`src/hw/pfs_consts.svh`:
```
// Constants for the pin function select and reset pin block
`ifndef PFS_CONSTS_SVH
`define PFS_CONSTS_SVH

// Register bus geometry
`define PFS_ADDR_W       4
`define PFS_DATA_W       8

// Register offsets
`define PFS_OFS_PER      4'h0
`define PFS_OFS_GPS      4'h1
`define PFS_OFS_DDR      4'h2
`define PFS_OFS_DOUT     4'h3
`define PFS_OFS_DIN      4'h4
`define PFS_OFS_PUE      4'h5
`define PFS_OFS_OSC      4'h6
`define PFS_OFS_RSTCTL   4'h7

// Field positions
`define PFS_OSC_MODE_BIT 0
`define PFS_OSC_SEL_BIT  1
`define PFS_RST_SW_BIT   0
`define PFS_RST_GPIO_BIT 1
`define PFS_RST_BUSY_BIT 2
`define PFS_PIN_RST      3

// Reset values
`define PFS_PER_RST      4'h0
`define PFS_GPS_RST      4'h0
`define PFS_DDR_RST      4'h0
`define PFS_DOUT_RST     4'h0
`define PFS_PUE_RST      4'hf

// Internal reset stretch after the last reset source drops
`define PFS_RST_HOLD     6'h20

`endif

```
`src/hw/pfs_pkg.sv`:
```
// Types for the pin function select and reset pin block
package pfs_pkg;

  // Source feeding the device clock
  typedef enum logic [1:0] {
    PFS_CLK_INT,
    PFS_CLK_PIN,
    PFS_CLK_CRYSTAL_PIN
  } pfs_clk_src_type;

  // Whole state of the block
  typedef struct packed {
    logic [3:0]      per;
    logic [3:0]      gps;
    logic [3:0]      ddr;
    logic [3:0]      dout;
    logic [3:0]      pue;
    logic            ext_mode;
    logic            external_source_select_bit;
    logic            sw_req;
    logic [5:0]      cnt;
    logic [3:0]      pin_o;
    logic [3:0]      pin_oe;
    logic [3:0]      pin_pu;
    logic [7:0]      rdata;
    logic            chip_rst_b;
    pfs_clk_src_type clk_src;
  } pfs_state_type;

endpackage

```
`src/hw/pfs_pin_mux.sv`:
```
// Pin function select, clock source select and reset pin logic
//
// Overview of operation
// - After any reset each pin keeps its primary function until reprogrammed.
// - Alternate function needs peripheral enable and system select both set.
// - External clock source needs the external clock mode bit set.
// - External source select bit picks clock input pin or crystal pin.
// - Reset pin low in reset function resets and holds the whole device.
// - Internal reset ends synchronously, fixed cycle count after pin release.
// - Reset pin reprogrammed as port A bit 7 GPIO is ignored as reset.
// - In GPIO mode only power-on, watchdog or software reset resets device.
// - Port A bit 7 defaults to reset function; bits 0 to 2 to GPIO.
// - As GPIO each port pin direction is set independently as input or output.
// - Alternate function of port A bits 0, 1, 2 is PWM channels 0, 1, 2.
//
// Pin index 0..2 is port A bit 0..2, pin index 3 is port A bit 7.
`include "pfs_consts.svh"

module pfs_pin_mux (
  input  wire logic                     CLK_SYS_I,
  input  wire logic                     RST_B_I,
  input  wire logic [`PFS_ADDR_W-1:0]   ADDR_I,
  input  wire logic [`PFS_DATA_W-1:0]   WDATA_I,
  input  wire logic                     WR_I,
  input  wire logic                     RD_I,
  output logic      [`PFS_DATA_W-1:0]   RDATA_O,
  input  wire logic [3:0]               PA_I,
  output logic      [3:0]               PA_O,
  output logic      [3:0]               PA_OE_O,
  output logic      [3:0]               PA_PU_O,
  input  wire logic [2:0]               PWM_CH_I,
  input  wire logic                     WDOG_RST_I,
  output pfs_pkg::pfs_clk_src_type      CLK_SRC_O,
  output logic                          CHIP_RST_B_O
);
  import pfs_pkg::*;

  //////////////////////////////////////////////////////////////////////////
  // Declarations

  localparam pfs_state_type RST_STATE = '{
    per:     `PFS_PER_RST,
    gps:     `PFS_GPS_RST,
    ddr:     `PFS_DDR_RST,
    dout:    `PFS_DOUT_RST,
    pue:     `PFS_PUE_RST,
    cnt:     `PFS_RST_HOLD,
    pin_pu:  `PFS_PUE_RST,
    clk_src: PFS_CLK_INT,
    default: '0
  };

  pfs_state_type s;
  pfs_state_type next_s;
  logic [3:0]    alt;
  logic [3:0]    gpio_o;
  logic [3:0]    gpio_oe;
  logic [2:0]    periph;
  logic          rst_pin_mode;
  logic          rst_src;
  logic          in_rst;

  //////////////////////////////////////////////////////////////////////////
  // Per-pin function select

  // Peripheral driving pins 0 to 2; bit 7 has no output peripheral
  assign periph = PWM_CH_I;

  genvar gi;
  generate
    for (gi = 0; gi < 4; gi++) begin : g_pin
      // Alternate only with both enables set
      assign alt[gi] = s.per[gi] & s.gps[gi];
      if (gi == `PFS_PIN_RST) begin : g_rst_pin
        // Bit 7 drives only as GPIO, never in reset function
        assign gpio_o[gi]  = s.dout[gi];
        assign gpio_oe[gi] = alt[gi] & s.ddr[gi];
      end else begin : g_pwm_pin
        // Data and direction of the selected function
        assign gpio_o[gi]  = alt[gi] ? periph[gi] : s.dout[gi];
        assign gpio_oe[gi] = alt[gi] | s.ddr[gi];
      end
    end
  endgenerate

  //////////////////////////////////////////////////////////////////////////
  // Reset sources

  // Reset pin acts as reset unless switched to GPIO
  assign rst_pin_mode = ~alt[`PFS_PIN_RST];
  // Watchdog, software and pin sources
  assign rst_src = WDOG_RST_I | s.sw_req
                 | (rst_pin_mode & ~PA_I[`PFS_PIN_RST]);
  // Held in reset while a source stands or the stretch runs
  assign in_rst  = rst_src | (s.cnt != 6'h00);

  //////////////////////////////////////////////////////////////////////////
  // Next state

  always_comb begin
    next_s = s;
    next_s.sw_req = 1'b0;
    next_s.rdata  = 8'h00;
    // Stretch counter reloads while any source stands
    if (rst_src) begin
      next_s.cnt = `PFS_RST_HOLD;
    end else if (s.cnt != 6'h00) begin
      next_s.cnt = s.cnt - 6'h01;
    end
    next_s.chip_rst_b = ~in_rst;
    if (in_rst) begin
      // Configuration back to primary functions
      next_s.per      = `PFS_PER_RST;
      next_s.gps      = `PFS_GPS_RST;
      next_s.ddr      = `PFS_DDR_RST;
      next_s.dout     = `PFS_DOUT_RST;
      next_s.pue      = `PFS_PUE_RST;
      next_s.ext_mode = 1'b0;
      next_s.external_source_select_bit  = 1'b0;
      next_s.clk_src  = PFS_CLK_INT;
      // Pins are pulled-up inputs
      next_s.pin_o    = 4'h0;
      next_s.pin_oe   = 4'h0;
      next_s.pin_pu   = 4'hf;
    end else begin
      // Register writes
      if (WR_I) begin
        case (ADDR_I)
          `PFS_OFS_PER:  next_s.per  = {WDATA_I[7], WDATA_I[2:0]};
          `PFS_OFS_GPS:  next_s.gps  = {WDATA_I[7], WDATA_I[2:0]};
          `PFS_OFS_DDR:  next_s.ddr  = {WDATA_I[7], WDATA_I[2:0]};
          `PFS_OFS_DOUT: next_s.dout = {WDATA_I[7], WDATA_I[2:0]};
          `PFS_OFS_PUE:  next_s.pue  = {WDATA_I[7], WDATA_I[2:0]};
          `PFS_OFS_OSC: begin
            next_s.ext_mode = WDATA_I[`PFS_OSC_MODE_BIT];
            next_s.external_source_select_bit  = WDATA_I[`PFS_OSC_SEL_BIT];
          end
          `PFS_OFS_RSTCTL: next_s.sw_req = WDATA_I[`PFS_RST_SW_BIT];
          default: ;
        endcase
      end
      // Register reads, data in the following cycle
      if (RD_I) begin
        case (ADDR_I)
          `PFS_OFS_PER:  next_s.rdata = {s.per[3], 4'h0, s.per[2:0]};
          `PFS_OFS_GPS:  next_s.rdata = {s.gps[3], 4'h0, s.gps[2:0]};
          `PFS_OFS_DDR:  next_s.rdata = {s.ddr[3], 4'h0, s.ddr[2:0]};
          `PFS_OFS_DOUT: next_s.rdata = {s.dout[3], 4'h0, s.dout[2:0]};
          `PFS_OFS_DIN:  next_s.rdata = {PA_I[3], 4'h0, PA_I[2:0]};
          `PFS_OFS_PUE:  next_s.rdata = {s.pue[3], 4'h0, s.pue[2:0]};
          `PFS_OFS_OSC:  next_s.rdata = {6'h00, s.external_source_select_bit, s.ext_mode};
          `PFS_OFS_RSTCTL: begin
            next_s.rdata[`PFS_RST_GPIO_BIT] = ~rst_pin_mode;
            next_s.rdata[`PFS_RST_BUSY_BIT] = s.sw_req;
          end
          default: next_s.rdata = 8'h00;
        endcase
      end
      // Clock source needs the mode bit, then the select bit
      if (!s.ext_mode) begin
        next_s.clk_src = PFS_CLK_INT;
      end else if (s.external_source_select_bit) begin
        next_s.clk_src = PFS_CLK_CRYSTAL_PIN;
      end else begin
        next_s.clk_src = PFS_CLK_PIN;
      end
      // Pin drive; reset pin never drives in reset function
      next_s.pin_o  = gpio_o;
      next_s.pin_oe = gpio_oe;
      next_s.pin_pu = s.pue & ~gpio_oe;
    end
  end

  //////////////////////////////////////////////////////////////////////////
  // State register

  always_ff @(posedge CLK_SYS_I) begin
    if (!RST_B_I) begin
      s <= RST_STATE;
    end else begin
      s <= next_s;
    end
  end

  //////////////////////////////////////////////////////////////////////////
  // Outputs

  assign RDATA_O      = s.rdata;
  assign PA_O         = s.pin_o;
  assign PA_OE_O      = s.pin_oe;
  assign PA_PU_O      = s.pin_pu;
  assign CLK_SRC_O    = s.clk_src;
  assign CHIP_RST_B_O = s.chip_rst_b;
endmodule // pfs_pin_mux

```
`config.mk`:
```
export PLATFORM = sky130hd
export DESIGN_NAME = pfs_pin_mux
export DESIGN_NICKNAME = d
export VERILOG_FILES = /design/src/hw/pfs_pkg.sv /design/src/hw/pfs_pin_mux.sv
export VERILOG_INCLUDE_DIRS = /design/src /design/src/hw
export SDC_FILE = /design/constraint.sdc
export NUM_CORES = 1
export LEC_CHECK = 0
export BUFFER_PORTS_ARGS = -buffer_cell sky130_fd_sc_hd__buf_2
export CAP_MARGIN = 20
export CELL_PAD_IN_SITES_DETAIL_PLACEMENT = 0
export CELL_PAD_IN_SITES_GLOBAL_PLACEMENT = 1
export CORE_UTILIZATION = 43
export CTS_CLUSTER_DIAMETER = 120
export DETAILED_ROUTE_END_ITERATION = 8
export MAX_ROUTING_LAYER = met4
export PLACE_DENSITY_LB_ADDON = 0.1
export SYNTH_ARGS = -nofsm -noshare
export SYNTH_HDL_FRONTEND = slang
export SYNTH_SLANG_ARGS = --single-unit
```
`constraint.sdc`:
```
create_clock -name CLK_SYS_I -period 5.5 [get_ports CLK_SYS_I]
set_input_delay 0.825 -clock CLK_SYS_I [delete_from_list [all_inputs] [get_ports CLK_SYS_I]]
set_output_delay 0.825 -clock CLK_SYS_I [all_outputs]
set_load 0.02 [all_outputs]
```
After elaboration in Yosys (flattened, before gate mapping). Cells that the tools add are included.

Word-level logic and storage cells: 65. Bits of input ports: 24. Register bits after elaboration: 52. Output and inout port bits: 23.

Bitwise operators: 22. Equal/unequal tests: 7. Muxes and demuxes: 7. Reductions and logical operators: 13. $add $sub $neg: 1.

Operators with widths (count): $pmux 5 s6 (1); $eq 4x3->1 const B (4); $pmux 2 s8 (1); $reduce_and 2->1 (6); $eq 4x2->1 const B (2); $not 1->1 (8); $pmux 1 s7 (1); $and 1x1->1 (6); $or 1x1->1 (6); $reduce_bool 6->1 (1); $reduce_or 3->1 (2); $sub 6x1->6 const B (1); $and 4x4->4 (1); $eq 4x1->1 const B (1); $logic_not 4->1 (1); $not 4->4 (1); $reduce_or 2->1 (2); $reduce_or 4->1 (1); $mux 1 (3); $mux 2 (1).

Logic depth before layout (Yosys ltp).
Depth in word-level cells: 6. Depth in mapped cells: 7. Mapped depth without buffers: 6.

Worst setup path before layout. No wires, ideal clock.

Kind: input-to-reg. From: input WDOG_RST_I. To: register s (netlist bit RDATA_O[0]). Setup time: 64 ps. Slack: 3246 ps. Arrival time: 2189 ps. Stages: 4. Path buffers: 0. Required time: 5436 ps. Path through: or3b_2 > or4_1 > or3b_4 > nor2_1.

Cells in the longest elaborated chain, start to end: 4.

RTL lines: start, declared (line pfs_pin_mux.sv:32) `input wire logic WDOG_RST_I,`; $or 1x1->1 (2 in a row) (line pfs_pin_mux.sv:92) `assign rst_src = WDOG_RST_I | s.sw_req`; $or 1x1->1 (line pfs_pin_mux.sv:95) `assign in_rst = rst_src | (s.cnt != 6'h00);`; $reduce_or 3->1 (no line); end signal, assigned (line pfs_pin_mux.sv:181) `s <= next_s;`; end, declared (line pfs_pin_mux.sv:53) `pfs_state_type s;`.

Every way passes these cells. A chain may end at the register's enable or synchronous reset.

Worst setup path after layout.
From: input WDOG_RST_I. To: register s (netlist bit RDATA_O[7]).

The elaborated chain is that of the path after synthesis.

==> impl_metrics.env <==
export IMPL_yosys_cell_count_top_type="dfxtp_1"
export IMPL_critPathKind="in2reg"
export IMPL_seq_area_um2=961
export IMPL_crit_slowest_cell="or4_1"
export IMPL_row_count=25
export IMPL_numCtsBuffers=5
export IMPL_rr_worst_depth=5
export IMPL_grt_pass1_wl_um=7180
export IMPL_cp_start_kind="input port"
export IMPL_yosysTopAreaCellShare_pct=45.4
export IMPL_antenna_found_initial=0
export IMPL_worst_pin_slew_ns=0.810
export IMPL_drc=0
export IMPL_synth_area_top_cells="dfxtp_1, buf_4, mux2i_1, nand2_1, a21oi_1"
export IMPL_chipWidth_um=72.2
export IMPL_setup_viol=0
export IMPL_r2r_start="s[25]"
export IMPL_finalCritPeriodShare_pct=47.1
export IMPL_die_h_um=72.2
export IMPL_peakVddDrop_mv=0.108
export IMPL_synth_edf_count=0
export IMPL_synth_cells=237
export IMPL_core_um2=4720
export IMPL_synth_seq_cells=48
export IMPL_ys_warn_count=0
export IMPL_clkPwrFrac_pct=39.7
export IMPL_cp_data_arrival_time_ns=2.83
export IMPL_clkSinkCount=48
export IMPL_r2r_end="RDATA_O[7]"
export IMPL_viasPerCell=4.78
export IMPL_endpoint="RDATA_O[7]"
export IMPL_netlist_top_cells_count="dfxtp_1, nand2_1, nor2_1, buf_4, a21oi_1"
export IMPL_cp_required_ns=5.74
export IMPL_max_freq_mhz=386
export IMPL_syn_area_um2=2120
export IMPL_min_delay_path_class="reg2reg"
export IMPL_io_pins=47
export IMPL_hold_viol=0
export IMPL_fin_setup_tns_ns=0
export IMPL_initial_utilization_pct=44.8
export IMPL_finalCriticalPeriod_ns=2.59
export IMPL_outcome="completed"
export IMPL_io_buffer_count=38
export IMPL_synth_top_cell_by_area="dfxtp_1"
export IMPL_seq_power_share_pct=53.2
export IMPL_finalMaxSlewViolations=0
export IMPL_rrSetupSlack_ns=3.10
export IMPL_drive_gt1_share_pct=22.7
export IMPL_max_slew_margin_pct=45.9
export IMPL_syn_to_final_growth_pct=10.7
export IMPL_die_area_um2=5210
export IMPL_p_sw_share_pct=23.4
export IMPL_dr_pass1_iters=5
export IMPL_path_max_fanout=21
export IMPL_cts_resized=0
export IMPL_post_dp_hpwl_um=3110
export IMPL_cellLeakagePower_nw=0.897
export IMPL_end_kind="flop"
export IMPL_crit_start="WDOG_RST_I"
export IMPL_routedWlPerCell_um=13.6
export IMPL_grt_start_max_net_pins=30
export IMPL_htreeDepth=2
export IMPL_crit_path_max_incr_delay_ns=0.66
export IMPL_clock_latency_ns=0.31
export IMPL_async_flop_share_pct=0
export IMPL_cts_root_buffer="clkbuf_8"
export IMPL_finalWirelength_um=4400
export IMPL_first_iter_violations=85
export IMPL_cts_setup_buffers=0
export IMPL_fin_skew_ns=0.0148
export IMPL_clk_pin_slew_ns=0.10
export IMPL_rsz0062_at_grt="false"
export IMPL_synth_ff_type="dfxtp_1"
export IMPL_p_total_mw=0.661
export IMPL_place_congestion=0.763
export IMPL_antenna_cells=0
export IMPL_fin_nets=281
export IMPL_synth_avg_cell_area_um2=8.94
export IMPL_nFillCells=492
export IMPL_track_usage_pct=19.0
export IMPL_ant_nets=0
export IMPL_p_switching_mw=0.155
export IMPL_crit_chain="buf_2, or3b_2, or4_1, buf_16, or3b_4, nor2_1"
export IMPL_multiInputGateArea_um2=948
export IMPL_synth_cell_types=35
export IMPL_vias=1544
export IMPL_ctsHoldBuffers=0
export IMPL_grt_pass1_vias=1374
export IMPL_seq_area_frac_synth_pct=45.4
export IMPL_combPwrFrac_pct=7.1
export IMPL_overflow=0
export IMPL_internal_power_mw=0.507
export IMPL_cts_path_max_buffers=2
export IMPL_cts_tree="built"
export IMPL_powerDensity_nw_per_um2=282
export IMPL_drv_cap=0
-- layout make-up --
cell class | count | area share [%]
timing repair buffer | 40 | 9.61
multi-input combinational | 157 | 40.4
sequential | 48 | 41.0
inverter | 3 | 0.480
clock inverter | 3 | 1.97
clock buffer | 5 | 2.93
tap | 67 | 3.58
-- cell usage in the layout (no fill, tap or decap), types with 2 or more instances in the layout --
cell / instances
inv_1: 2
nor3_1: 3
conb_1: 4
xnor2_1: 4
clkbuf_8: 5
dfxtp_1: 48
mux4_2: 4
and3_1: 4
a21oi_1: 20
or2_2: 2
nor2_1: 23
nor3b_1: 4
buf_2: 38
mux2i_1: 14
o21ai_0: 2
nand2_1: 37
nor2b_1: 3
nand3_1: 17
ha_1: 2
-- sequential cells by signal (all words and copies together), names as in the netlist --
name / count
PA_O: 4
CLK_SRC_O: 2
PA_PU_O: 4
s: 28
PA_OE_O: 4
gpio_o: 1
RDATA_O: 4
CHIP_RST_B_O: 1
-- power groups by stage --
stage	registers [mW]	logic, mW	clock network [mW]
2_1_floorplan	0.359	0.0337	0
3_3_place_gp	0.360	0.0467	0
3_5_place_dp	0.360	0.0467	0
4_1_cts	0.351	0.0469	0.266
5_1_grt	0.352	0.0518	0.283
6_report	0.351	0.0470	0.263
-- routing by layer --
metal / track usage (%) / wire (um) / share of wire [%] / vias up
met5: - / 0 / 0 / -
met4: 5.23 / 29 / 0.66 / 0
met3: 4.86 / 177 / 4.0 / 4
met2: 26.0 / 1850 / 42 / 34
met1: 27.6 / 2340 / 53 / 698
li1: - / - / - / 808
-- how the worst min path moves through the flow --
stage	from	end	slack, ns	cells after the start
after detailed placement	s[32]	PA_PU_O[0]	0.46	2
after floorplan	s[30]	CLK_SRC_O[0]	0.43	1
after CTS	s[32]	PA_PU_O[0]	0.47	2
after global routing	s[33]	PA_PU_O[1]	0.49	2
after global placement	s[32]	PA_PU_O[0]	0.46	2
final	s[33]	PA_PU_O[1]	0.47	2
-- per-stage QoR --
| step | utilization, % | hold WS, ns | instance area, um2 | cells | setup slack, ns |
|---|---|---|---|---|---|
| 4_1_cts | 49.1 | 0.471 | 2320 | 322 | 2.74 |
| 5_1_grt | 49.6 | 0.487 | 2340 | 323 | 2.85 |
| 2_1_floorplan | - | 0.428 | 2130 | 240 | 3.25 |
| 6_report | 49.6 | 0.468 | 2340 | 323 | 2.91 |
| 3_5_place_dp | 46.6 | 0.458 | 2200 | 314 | 2.42 |
| 3_3_place_gp | 46.6 | 0.456 | 2200 | 314 | 2.44 |
-- logic make-up after synthesis --
logic type      synth area share (%)
simple gates                    22.2
flops                           45.4
buf+inv                         10.4
compound gates                  7.21
mux                             11.4
xor+xnor                        2.07
fa+ha+maj                       1.18
other cells                    0.177
-- critical path: cells and delay by family --
| family | cells | cell delay (ns) |
|---|---|---|
| simple gates | 4 | 1.65 |
| buf+inv | 2 | 0.35 |
(Power assumes the default switching activity.)
